**config.mk**
```make
export PLATFORM = sky130hd
export DESIGN_NAME = uart_fifo_baud_core
export DESIGN_NICKNAME = d
export VERILOG_FILES = /design/src/logic/uart_pkg.sv /design/src/logic/entry_fifo.sv /design/src/logic/uart_fifo_baud_core.sv
export SDC_FILE = /design/constraint.sdc
export NUM_CORES = 1
export LEC_CHECK = 0
export BUFFER_PORTS_ARGS = -buffer_cell sky130_fd_sc_hd__buf_2
export CAP_MARGIN = 20
export CORE_ASPECT_RATIO = 1.4
export CORE_MARGIN = 3
export CORE_UTILIZATION = 55
export CTS_CLUSTER_SIZE = 12
export DETAILED_ROUTE_END_ITERATION = 7
export GPL_TIMING_DRIVEN = 0
export PLACE_DENSITY_LB_ADDON = 0.25
export SYNTH_ARGS = -nofsm -noshare
export SYNTH_HDL_FRONTEND = slang
export SYNTH_SLANG_ARGS = --single-unit
```
**constraint.sdc**
```tcl
create_clock -name clk -period 3.8 [get_ports clk]
set_input_delay 0.57 -clock clk [delete_from_list [all_inputs] [get_ports clk]]
set_output_delay 0.57 -clock clk [all_outputs]
set_load 0.02 [all_outputs]
```
**src/logic/uart_pkg.sv**
```systemverilog
// Shared constants and carrier types for the serial transceiver core.
// Assumes a single 25 MHz clock and an AXI4-Lite master on the register side.

package uart_pkg;

  // ----------------------------------------------------------------
  // Buffer geometry
  // ----------------------------------------------------------------
  localparam int FIFO_DEPTH = 16;
  localparam int PTR_W = 4;
  localparam int CNT_W = 5;
  localparam logic [CNT_W-1:0] CNT_ZERO = 5'h00;
  localparam logic [CNT_W-1:0] CNT_ONE = 5'h01;
  localparam logic [CNT_W-1:0] CNT_FULL = 5'h10;
  localparam logic [PTR_W-1:0] PTR_ONE = 4'h1;

  // ----------------------------------------------------------------
  // Register map, byte addresses
  // ----------------------------------------------------------------
  localparam int ADDR_W = 8;
  localparam logic [ADDR_W-1:0] ADDR_DATA = 8'h00;
  localparam logic [ADDR_W-1:0] ADDR_CTRL = 8'h04;
  localparam logic [ADDR_W-1:0] ADDR_DIVISOR = 8'h08;
  localparam logic [ADDR_W-1:0] ADDR_STATUS = 8'h0C;
  localparam logic [ADDR_W-1:0] ADDR_INT_ID = 8'h10;
  localparam logic [ADDR_W-1:0] ADDR_INT_MASK = 8'h14;
  localparam logic [15:0] DIVISOR_RESET = 16'h0001;
  localparam logic [1:0] RESP_OKAY = 2'h0;
  localparam logic [1:0] RESP_SLVERR = 2'h2;

  // ----------------------------------------------------------------
  // Interrupt sources, one bit each in status and mask
  // ----------------------------------------------------------------
  localparam int INT_W = 4;
  localparam int INT_RX = 0;
  localparam int INT_TX_EMPTY = 1;
  localparam int INT_LINE = 2;
  localparam int INT_OVR = 3;

  // ----------------------------------------------------------------
  // Bit timing in reference ticks, as last index of a count from zero
  // ----------------------------------------------------------------
  localparam logic [4:0] OS16_LAST = 5'h0F;
  localparam logic [4:0] OS13_LAST = 5'h0C;
  localparam logic [4:0] SAMPLE16 = 5'h07;
  localparam logic [4:0] SAMPLE13 = 5'h05;
  localparam logic [4:0] HALF16_LAST = 5'h07;
  localparam logic [4:0] HALF13_LAST = 5'h06;
  localparam logic [4:0] TICK_ONE = 5'h01;
  localparam logic [2:0] BITS_BASE = 3'h4;
  localparam logic [2:0] BITS_PAD = 3'h3;

  // Control register layout, high bits first.
  typedef struct packed {
    logic even_par;
    logic par_en;
    logic two_stop;
    logic [1:0] wlen;
    logic osm13;
    logic fifo_mode;
  } cfg_t;

  // One receive buffer entry: three error bits travel with the byte.
  typedef struct packed {
    logic brk;
    logic frame_err;
    logic par_err;
    logic [7:0] data;
  } rx_entry_t;

endpackage

```
**src/logic/entry_fifo.sv**
```systemverilog
// Sixteen-entry first-in first-out store, optionally limited to one entry.
// A push while push_ready is low is ignored, so writers need not wait for it.
`timescale 1ns/1ps
`default_nettype none

module entry_fifo #(
  parameter int WIDTH = 8
) (
  input wire logic clk,
  input wire logic reset,
  input wire logic flush,
  input wire logic single,
  input wire logic push_valid,
  output logic push_ready,
  input wire logic [WIDTH-1:0] push_data,
  output logic pop_valid,
  input wire logic pop_ready,
  output logic [WIDTH-1:0] pop_data,
  output logic [uart_pkg::CNT_W-1:0] count
);
  import uart_pkg::*;

  logic [WIDTH-1:0] mem [FIFO_DEPTH];
  logic [PTR_W-1:0] wr_ptr;
  logic [PTR_W-1:0] rd_ptr;
  wire logic push_fire;
  wire logic pop_fire;

  // ----------------------------------------------------------------
  // Handshake decode
  // ----------------------------------------------------------------
  // In single mode the store acts as a one-entry holding register.
  assign push_ready = single ? (count == CNT_ZERO) : (count != CNT_FULL);
  assign pop_valid = (count != CNT_ZERO);
  assign pop_data = mem[rd_ptr];
  assign push_fire = push_valid && push_ready;
  assign pop_fire = pop_valid && pop_ready;

  // Storage has no reset; only the pointers and the count define what is valid.
  always_ff @(posedge clk) begin
    if (push_fire) begin
      mem[wr_ptr] <= push_data;
    end
  end

  // Pointers and occupancy; flush wins so a mode change starts clean.
  always_ff @(posedge clk) begin
    if (reset || flush) begin
      wr_ptr <= '0;
      rd_ptr <= '0;
      count <= CNT_ZERO;
    end else begin
      if (push_fire) begin
        wr_ptr <= wr_ptr + PTR_ONE;
      end
      if (pop_fire) begin
        rd_ptr <= rd_ptr + PTR_ONE;
      end
      if (push_fire && !pop_fire) begin
        count <= count + CNT_ONE;
      end else if (pop_fire && !push_fire) begin
        count <= count - CNT_ONE;
      end
    end
  end
endmodule
`default_nettype wire

```
**src/logic/uart_fifo_baud_core.sv**
```systemverilog
// Serial transceiver core with baud divider, buffers and interrupt logic.
// Assumes an AXI4-Lite master, one clock and inputs synchronous to it.
`timescale 1ns/1ps
`default_nettype none

module uart_fifo_baud_core (
  input wire logic clk,
  input wire logic reset,
  input wire logic awvalid,
  output logic awready,
  input wire logic [uart_pkg::ADDR_W-1:0] awaddr,
  input wire logic wvalid,
  output logic wready,
  input wire logic [31:0] wdata,
  input wire logic [3:0] wstrb,
  output logic bvalid,
  input wire logic bready,
  output logic [1:0] bresp,
  input wire logic arvalid,
  output logic arready,
  input wire logic [uart_pkg::ADDR_W-1:0] araddr,
  output logic rvalid,
  input wire logic rready,
  output logic [31:0] rdata,
  output logic [1:0] rresp,
  input wire logic rxd,
  output logic txd,
  output logic irq
);
  import uart_pkg::*;

  typedef enum logic [2:0] {TX_IDLE, TX_START, TX_DATA, TX_PARITY, TX_STOP} tx_state_t;
  typedef enum logic [2:0] {RX_IDLE, RX_START, RX_DATA, RX_PARITY, RX_STOP} rx_state_t;

  cfg_t cfg;
  logic [15:0] divisor;
  logic [INT_W-1:0] int_status;
  logic [INT_W-1:0] int_mask;
  logic aw_held;
  logic w_held;
  logic [ADDR_W-1:0] aw_addr;
  logic [31:0] w_data;
  logic [3:0] w_strb;
  logic [15:0] baud_cnt;
  logic baud_tick;
  tx_state_t tx_state;
  logic [4:0] tx_tick;
  logic [2:0] tx_bit;
  logic [7:0] tx_shift;
  logic tx_par;
  rx_state_t rx_state;
  logic [4:0] rx_tick;
  logic [2:0] rx_bit;
  logic [7:0] rx_shift;
  logic rx_par;
  logic rx_par_err;
  logic rxd_prev;
  logic rx_push_valid;
  rx_entry_t rx_entry;
  wire logic tx_push_ready;
  wire logic tx_pop_valid;
  wire logic [7:0] tx_pop_data;
  wire logic [CNT_W-1:0] tx_count;
  wire logic rx_push_ready;
  wire logic rx_pop_valid;
  wire rx_entry_t rx_pop_data;
  wire logic [CNT_W-1:0] rx_count;

  // ----------------------------------------------------------------
  // Register access decode
  // ----------------------------------------------------------------
  // A write is performed once both address and data are held.
  wire logic write_fire = aw_held && w_held && !bvalid;
  wire logic read_fire = arvalid && arready;
  wire logic wr_data = write_fire && (aw_addr == ADDR_DATA);
  wire logic wr_ctrl = write_fire && (aw_addr == ADDR_CTRL) && w_strb[0];
  wire logic wr_div = write_fire && (aw_addr == ADDR_DIVISOR);
  wire logic wr_mask = write_fire && (aw_addr == ADDR_INT_MASK) && w_strb[0];
  wire logic wr_known = (aw_addr == ADDR_DATA) || (aw_addr == ADDR_CTRL)
    || (aw_addr == ADDR_DIVISOR) || (aw_addr == ADDR_STATUS)
    || (aw_addr == ADDR_INT_ID) || (aw_addr == ADDR_INT_MASK);
  wire logic rd_known = (araddr == ADDR_DATA) || (araddr == ADDR_CTRL)
    || (araddr == ADDR_DIVISOR) || (araddr == ADDR_STATUS)
    || (araddr == ADDR_INT_ID) || (araddr == ADDR_INT_MASK);
  wire logic rd_data = read_fire && (araddr == ADDR_DATA);
  wire logic rd_int_id = read_fire && (araddr == ADDR_INT_ID);
  wire cfg_t next_cfg = cfg_t'(w_data[6:0]);
  wire logic mode_flush = wr_ctrl && (next_cfg.fifo_mode != cfg.fifo_mode);
  wire logic tx_push_fire = wr_data && w_strb[0] && tx_push_ready;
  wire logic [31:0] status_word = {11'h000, tx_count, 3'h0, rx_count, 4'h0,
    tx_state == TX_IDLE && !tx_pop_valid, !tx_push_ready, !tx_pop_valid, rx_pop_valid};
  wire logic [31:0] rd_word =
    (araddr == ADDR_DATA) ? (rx_pop_valid ? {21'h00_0000, rx_pop_data} : 32'h0000_0000) :
    (araddr == ADDR_CTRL) ? {25'h000_0000, cfg} :
    (araddr == ADDR_DIVISOR) ? {16'h0000, divisor} :
    (araddr == ADDR_STATUS) ? status_word :
    (araddr == ADDR_INT_ID) ? {28'h000_0000, int_status} :
    (araddr == ADDR_INT_MASK) ? {28'h000_0000, int_mask} : 32'h0000_0000;

  // Write channels: address and data are taken in either order.
  always_ff @(posedge clk) begin
    if (reset) begin
      awready <= 1'b0;
      wready <= 1'b0;
      aw_held <= 1'b0;
      w_held <= 1'b0;
      aw_addr <= '0;
      w_data <= 32'h0000_0000;
      w_strb <= 4'h0;
      bvalid <= 1'b0;
      bresp <= RESP_OKAY;
    end else begin
      if (awvalid && awready) begin
        awready <= 1'b0;
        aw_held <= 1'b1;
        aw_addr <= awaddr;
      end else if (!aw_held && !bvalid) begin
        awready <= 1'b1;
      end
      if (wvalid && wready) begin
        wready <= 1'b0;
        w_held <= 1'b1;
        w_data <= wdata;
        w_strb <= wstrb;
      end else if (!w_held && !bvalid) begin
        wready <= 1'b1;
      end
      if (write_fire) begin
        aw_held <= 1'b0;
        w_held <= 1'b0;
        bvalid <= 1'b1;
        bresp <= wr_known ? RESP_OKAY : RESP_SLVERR;
      end else if (bvalid && bready) begin
        bvalid <= 1'b0;
      end
    end
  end

  // Read channel: data is captured at the address handshake, so status
  // is answered at once whatever the serial side is doing.
  always_ff @(posedge clk) begin
    if (reset) begin
      arready <= 1'b0;
      rvalid <= 1'b0;
      rdata <= 32'h0000_0000;
      rresp <= RESP_OKAY;
    end else if (read_fire) begin
      arready <= 1'b0;
      rvalid <= 1'b1;
      rdata <= rd_word;
      rresp <= rd_known ? RESP_OKAY : RESP_SLVERR;
    end else if (rvalid && rready) begin
      rvalid <= 1'b0;
    end else if (!rvalid) begin
      arready <= 1'b1;
    end
  end

  // Software settings; divisor bytes honour their own strobes.
  always_ff @(posedge clk) begin
    if (reset) begin
      cfg <= '0;
      divisor <= DIVISOR_RESET;
      int_mask <= '0;
    end else begin
      if (wr_ctrl) begin
        cfg <= next_cfg;
      end
      if (wr_div && w_strb[0]) begin
        divisor[7:0] <= w_data[7:0];
      end
      if (wr_div && w_strb[1]) begin
        divisor[15:8] <= w_data[15:8];
      end
      if (wr_mask) begin
        int_mask <= w_data[INT_W-1:0];
      end
    end
  end

  // ----------------------------------------------------------------
  // Baud reference
  // ----------------------------------------------------------------
  // A divisor of zero behaves as one rather than stalling the link.
  wire logic [15:0] div_last = (divisor == 16'h0000) ? 16'h0000 : divisor - 16'h0001;
  wire logic [4:0] os_last = cfg.osm13 ? OS13_LAST : OS16_LAST;
  wire logic [4:0] sample_pt = cfg.osm13 ? SAMPLE13 : SAMPLE16;
  wire logic [4:0] half_last = cfg.osm13 ? HALF13_LAST : HALF16_LAST;
  wire logic [2:0] bits_last = BITS_BASE + {1'b0, cfg.wlen};

  always_ff @(posedge clk) begin
    if (reset || baud_cnt >= div_last) begin
      baud_cnt <= 16'h0000;
      baud_tick <= !reset;
    end else begin
      baud_cnt <= baud_cnt + 16'h0001;
      baud_tick <= 1'b0;
    end
  end

  // ----------------------------------------------------------------
  // Transmitter
  // ----------------------------------------------------------------
  // The half stop bit only applies to five-bit words with two stops.
  wire logic tx_half = (tx_state == TX_STOP) && tx_bit[0] && (cfg.wlen == 2'h0);
  wire logic tx_end = baud_tick && (tx_tick == (tx_half ? half_last : os_last));
  wire logic tx_pop_fire = (tx_state == TX_IDLE) && tx_pop_valid;

  always_ff @(posedge clk) begin
    if (reset) begin
      tx_state <= TX_IDLE;
      txd <= 1'b1;
      tx_tick <= 5'h00;
      tx_bit <= 3'h0;
      tx_shift <= 8'h00;
      tx_par <= 1'b0;
    end else begin
      if (baud_tick) begin
        tx_tick <= tx_end ? 5'h00 : tx_tick + TICK_ONE;
      end
      case (tx_state)
        TX_IDLE: begin
          txd <= 1'b1;
          if (tx_pop_valid) begin
            tx_state <= TX_START;
            txd <= 1'b0;
            tx_tick <= 5'h00;
            tx_shift <= tx_pop_data;
            tx_par <= !cfg.even_par;
          end
        end
        TX_START, TX_DATA: begin
          if (tx_end && tx_state == TX_DATA && tx_bit == bits_last) begin
            tx_state <= cfg.par_en ? TX_PARITY : TX_STOP;
            txd <= cfg.par_en ? tx_par : 1'b1;
            tx_bit <= 3'h0;
          end else if (tx_end) begin
            tx_bit <= (tx_state == TX_START) ? 3'h0 : tx_bit + 3'h1;
            tx_state <= TX_DATA;
            txd <= tx_shift[0];
            tx_par <= tx_par ^ tx_shift[0];
            tx_shift <= tx_shift >> 1;
          end
        end
        TX_PARITY: begin
          if (tx_end) begin
            tx_state <= TX_STOP;
            txd <= 1'b1;
          end
        end
        TX_STOP: begin
          if (tx_end && cfg.two_stop && !tx_bit[0]) begin
            tx_bit <= 3'h1;
          end else if (tx_end) begin
            tx_state <= TX_IDLE;
          end
        end
        default: tx_state <= TX_IDLE;
      endcase
    end
  end

  // ----------------------------------------------------------------
  // Receiver
  // ----------------------------------------------------------------
  wire logic rx_sample = baud_tick && (rx_tick == sample_pt);
  wire logic rx_end = baud_tick && (rx_tick == os_last);
  wire logic [7:0] rx_aligned = rx_shift >> (BITS_PAD - {1'b0, cfg.wlen});

  // Stop is checked once at mid-bit; further stop bits are not looked at,
  // which also leaves half a bit of margin to catch the next start edge.
  always_ff @(posedge clk) begin
    if (reset) begin
      rx_state <= RX_IDLE;
      rx_tick <= 5'h00;
      rx_bit <= 3'h0;
      rx_shift <= 8'h00;
      rx_par <= 1'b0;
      rx_par_err <= 1'b0;
      rxd_prev <= 1'b1;
      rx_push_valid <= 1'b0;
      rx_entry <= '0;
    end else begin
      rxd_prev <= rxd;
      rx_push_valid <= 1'b0;
      if (baud_tick) begin
        rx_tick <= rx_end ? 5'h00 : rx_tick + TICK_ONE;
      end
      case (rx_state)
        RX_IDLE: begin
          if (rxd_prev && !rxd) begin
            rx_state <= RX_START;
            rx_tick <= 5'h00;
            rx_par <= !cfg.even_par;
            rx_par_err <= 1'b0;
          end
        end
        RX_START: begin
          if (rx_sample && rxd) begin
            rx_state <= RX_IDLE;
          end else if (rx_end) begin
            rx_state <= RX_DATA;
            rx_bit <= 3'h0;
          end
        end
        RX_DATA: begin
          if (rx_sample) begin
            rx_shift <= {rxd, rx_shift[7:1]};
            rx_par <= rx_par ^ rxd;
          end
          if (rx_end && rx_bit == bits_last) begin
            rx_state <= cfg.par_en ? RX_PARITY : RX_STOP;
          end else if (rx_end) begin
            rx_bit <= rx_bit + 3'h1;
          end
        end
        RX_PARITY: begin
          if (rx_sample) begin
            rx_par_err <= (rx_par != rxd);
          end
          if (rx_end) begin
            rx_state <= RX_STOP;
          end
        end
        RX_STOP: begin
          if (rx_sample) begin
            rx_state <= RX_IDLE;
            rx_push_valid <= 1'b1;
            rx_entry.data <= rx_aligned;
            rx_entry.par_err <= rx_par_err;
            rx_entry.frame_err <= !rxd;
            rx_entry.brk <= !rxd && (rx_aligned == 8'h00);
          end
        end
        default: rx_state <= RX_IDLE;
      endcase
    end
  end

  // ----------------------------------------------------------------
  // Buffers
  // ----------------------------------------------------------------
  entry_fifo #(.WIDTH(8)) tx_fifo (
    .clk(clk), .reset(reset), .flush(mode_flush), .single(!cfg.fifo_mode),
    .push_valid(wr_data && w_strb[0]), .push_ready(tx_push_ready),
    .push_data(w_data[7:0]), .pop_valid(tx_pop_valid), .pop_ready(tx_state == TX_IDLE),
    .pop_data(tx_pop_data), .count(tx_count)
  );

  entry_fifo #(.WIDTH($bits(rx_entry_t))) rx_fifo (
    .clk(clk), .reset(reset), .flush(mode_flush), .single(!cfg.fifo_mode),
    .push_valid(rx_push_valid), .push_ready(rx_push_ready),
    .push_data(rx_entry), .pop_valid(rx_pop_valid), .pop_ready(rd_data),
    .pop_data(rx_pop_data), .count(rx_count)
  );

  // ----------------------------------------------------------------
  // Interrupts
  // ----------------------------------------------------------------
  // Transmit-empty is also raised when its enable is switched on while
  // empty, otherwise software enabling it late would wait forever.
  wire logic tx_empty_ev = (tx_pop_fire && tx_count == CNT_ONE)
    || (wr_mask && w_data[INT_TX_EMPTY] && !int_mask[INT_TX_EMPTY] && !tx_pop_valid);
  wire logic [INT_W-1:0] int_ev = {rx_push_valid && !rx_push_ready,
    rx_push_valid && (rx_entry.par_err || rx_entry.frame_err || rx_entry.brk),
    tx_empty_ev, rx_push_valid && rx_push_ready};
  wire logic [INT_W-1:0] int_clr = rd_int_id ? {INT_W{1'b1}}
    : (tx_push_fire ? {{(INT_W-2){1'b0}}, 2'b10} : '0);

  // Set wins over clear so an event in the clearing cycle is kept.
  always_ff @(posedge clk) begin
    if (reset) begin
      int_status <= '0;
      irq <= 1'b0;
    end else begin
      int_status <= (int_status & ~int_clr) | int_ev;
      irq <= |(int_status & int_mask);
    end
  end

  // Ticks since the last mid-bit sample, counted apart from the bit counter,
  // so a wrap of the tick counter at the wrong count is caught.
  logic [4:0] rx_since_sample;
  always_ff @(posedge clk) begin
    if (reset || rx_sample) begin
      rx_since_sample <= 5'h00;
    end else if (baud_tick) begin
      rx_since_sample <= rx_since_sample + TICK_ONE;
    end
  end
endmodule
`default_nettype wire

```
==> reports/results.ini <==
[outcome]
outcome=finished, final reports clean

[global_routing]
grt_pass1_vias=13300
antenna_found_initial=1
grt_max_degree=22
grt_first_pass_wirelength_um=77200
groute.usage.overall_pct=24.9
grt.overflow.total=0

[setup_path]
critical_path_required_ps=4260
critPathKind=in2reg
critical_path_arrival_ps=4040
cpMaxStageDelayCell=sky130_fd_sc_hd__nor3b_1
worstSetupEndpointType=flip-flop
crit_chain=buf_2, nor4_1, nor3b_1, and4_1, buf_2, inv_1, ha_1, inv_1, ha_1, a21o_1, a21oi_1, xnor2_1, nor2_1, xnor2_1, nor2_1
rrSetupSlack_ps=310
crit_path_max_incr_delay_ps=720
crit_path_start_kind=input port
critical_path_peak_fanout=9

[detailed_routing]
avgViaCountPerCell=5.93
dr_total_vias=13306
drt_first_pass_iters=7
postRouteAntennaNets=0
route.detailed.drc=0
wire_per_inst_um=22.5
drt-initial-drc-count=960
drt_wl_total_um=50400

[yosys]
synthesis.instances=1596
yosysTopAreaCellShare_pct=43.2
dominant_combinational_cell_family_by_area_after_synthesis=multiplexers
synth.most_common_cell=sky130_fd_sc_hd__edfxtp_1
synth_top_flop_cell=sky130_fd_sc_hd__edfxtp_1
synthTopCellsByArea=sky130_fd_sc_hd__edfxtp_1 (43%), sky130_fd_sc_hd__dfxtp_1 (18%), sky130_fd_sc_hd__mux4_2 (9.6%), sky130_fd_sc_hd__nor2_1 (3.5%), sky130_fd_sc_hd__mux2i_1 (3.2%)
synth.area.mux_share_pct=13.1
asyncSetResetFlopFracSynth_pct=0
post_synth_fa_ha_maj_area_fraction_pct=2.52
post_synth_instance_area_mm2=0.0211
synth-edff-count=304
ys_warn_count=0
synthDominantAreaCellType=sky130_fd_sc_hd__edfxtp_1
synth_compound_area_share_pct=5.93
post_synth_xor_area_fraction_pct=2.61
synthSimpleGateAreaFrac_pct=11.5
ys_types=76
seq_area_frac_synth_pct=61.6
synth-seq-cells=498
synth_top_cells_by_count=sky130_fd_sc_hd__edfxtp_1 (304), sky130_fd_sc_hd__nor2_1 (197), sky130_fd_sc_hd__dfxtp_1 (194), sky130_fd_sc_hd__nand2_1 (119), sky130_fd_sc_hd__mux4_2 (90)
synth.avg_cell_area_um2=13.2

[power_and_ir_drop]
p_leak_nw=8.29
powerDensity_mw_per_mm2=515
post-layout-total-power_mw=12.2
max-vdd-ir-drop_v=0.000433

[layout]
layout.core_utilization_pct=62.7
area_added_between_synthesis_and_finish_pct=12.0
filler_cell_count_in_the_final_layout=2853
antennaDiodeCount=0
num-nets-final=1833
drive_above_1_share_pct=16.2
final_area_mm2=0.0237

[floorplan]
fp.dieH_um=238
placeableCoreArea_mm2=0.0377
num_io_pins=103
initial_utilization_pct=56.0
die-area_mm2=0.0408
row_count=84
floorplan.die.width_um=172

[placed_design]
io_buffer_count=68
dp_hpwl_um=36200
placed_area_mm2=0.0221
last_weighted_congestion_value_of_the_routability_driven_placer=0.924

[timing]
post-route-min-period_ps=3580
setup-violations-final=0
fin_worst_skew_ps=23.1
slew_violations=0
rsz0062_at_grt=no
max_clock_freq_mhz=279
min_period_over_period_pct=94.3
tightest_slew_ps=1030
maxSlewHeadroom_pct=31.2
whs_ps=247
finalHoldViolCount=0

[job]
timing.max_cap.violations=0

[clocking]
cts-buffers-inserted=49
clk_tree_root_cell=sky130_fd_sc_hd__clkbuf_16
clk_pin_slew_ps=60
cts_sinks=498
clock_insertion_delay_worst_skew_ps=570
clock_tree_from_tritoncts=yes
cts.path.max_buffers=3
ctsHtreeMaxLevel=2

[worst_hold_path]
min-delay-path-class=in2reg

==> cells in the final DEF (no fill, tap or decap), types with 10 or more instances in the layout <==
cell,Yosys,routed
sky130_fd_sc_hd__nand2_1,119,119
sky130_fd_sc_hd__conb_1,1,13
sky130_fd_sc_hd__buf_4,18,22
sky130_fd_sc_hd__mux2i_1,67,67
sky130_fd_sc_hd__nand4_1,18,18
sky130_fd_sc_hd__nor2_1,197,197
sky130_fd_sc_hd__buf_2,13,81
sky130_fd_sc_hd__a21oi_1,74,74
sky130_fd_sc_hd__xor2_1,39,39
sky130_fd_sc_hd__dfxtp_1,194,194
sky130_fd_sc_hd__nor3_1,28,28
sky130_fd_sc_hd__nor2b_1,20,20
sky130_fd_sc_hd__inv_1,28,28
sky130_fd_sc_hd__mux4_2,90,90
sky130_fd_sc_hd__edfxtp_1,304,304
sky130_fd_sc_hd__a22oi_1,14,14
sky130_fd_sc_hd__o21ai_0,23,23
sky130_fd_sc_hd__nand3_1,25,24
sky130_fd_sc_hd__nand2b_1,17,17
sky130_fd_sc_hd__xnor2_1,24,24
sky130_fd_sc_hd__a311oi_1,10,10
sky130_fd_sc_hd__clkbuf_16,0,51
sky130_fd_sc_hd__a211oi_1,17,17
sky130_fd_sc_hd__ha_1,41,41
sky130_fd_sc_hd__and2_1,19,19
sky130_fd_sc_hd__clkbuf_1,55,80
==> area by class of cell <==
type / instances / area, um^2 / area share (%)
sequential: 498 / 13000 / 55.0
multi-input combinational: 983 / 7610 / 32.2
clock buffer: 84 / 1440 / 6.07
tap: 473 / 592 / 2.50
buffer: 98 / 475 / 2.01
timing repair buffer: 72 / 370 / 1.56
inverter: 29 / 109 / 0.460
clock inverter: 5 / 56.3 / 0.238
==> worst paths after layout <==
kind | start | end | depth (start not counted)
worst max-delay path | araddr[1] | rx_fifo.count[4]$_SDFFE_PP0P_ | 15
worst min-delay path | wdata[7] | w_data[7]$_SDFFE_PP0P_ | 3
worst max register to register | divisor[8]$_SDFFE_PP0P_ | baud_cnt[9]$_SDFF_PP0_ | 11
worst min register to register | w_data[13]$_SDFFE_PP0P_ | w_data[13]$_SDFFE_PP0P_ | 2
==> registers in the layout (all words and copies together) (netlist names), 4 cells and up, named ones only <==
name            flops
aw_addr             8
cfg                 7
tx_fifo.mem       128
rx_fifo.rd_ptr      4
rdata              21
w_data             16
tx_tick             5
rx_shift            8
tx_fifo.rd_ptr      4
rx_fifo.mem       176
divisor            16
int_mask            4
tx_fifo.wr_ptr      4
rx_tick             5
rx_fifo.wr_ptr      4
rx_fifo.count       5
baud_cnt           16
int_status          4
rx_entry           11
tx_shift            8
tx_fifo.count       5
==> report_power, final <==
group	internal (mW)	total (mW)	switching, mW
sequential	5.83	5.99	0.158
combinational	0.682	1.63	0.946
clock	2.63	4.57	1.94
total	9.14	12.2	3.05
==> metrics by stage <==
step | std cells | setup slack (ps) | setup TNS (ps)
2_1_floorplan | 1608 | 580 | 0
3_3_place_gp | 2149 | -149 | -1070
3_5_place_dp | 2153 | -216 | -2040
4_1_cts | 2242 | 190 | 0
5_1_grt | 2242 | 46.4 | 0
6_report | 2242 | 217 | 0
==> timing repair <==
action / CTS / global route
endpoints found under the setup margin: 10 / 11
gates cloned: 0 / 0
resized for setup: 3 / 4
setup buffers: 0 / 0
hold buffers: 0 / 0
==> worst max-delay path, delay by kind of cell <==
family | cells | cell delay, ps
buffers and inverters | 4 | 560
AND/OR/NAND/NOR | 5 | 1700
adder cells (fa/ha/maj) | 2 | 520
XOR/XNOR | 2 | 300
AO/OA/AOI/OAI | 2 | 390
==> layer usage <==
layer | part of all wire [%] | global-route usage [%] | vias to the layer above
li1 | - | - | 6168
met5 | 0.026 | 0 | -
met2 | 55 | 46.5 | 382
met1 | 37 | 28.5 | 6642
met3 | 4.1 | 3.08 | 112
met4 | 4.4 | 10.7 | 2
==> kinds of logic (layout without fill, tap and decap cells) <==
family,after synthesis,count (layout)
AOI/OAI and AO/OA,195,195
xor gates and xnor gates,63,63
buffers and inverters,127,288
DFF,498,498
adders and majority gates,42,42
and+or+nand+nor,507,507
muxes,163,163
other,1,13
Note: power is estimated with default switching activity, not from simulation.
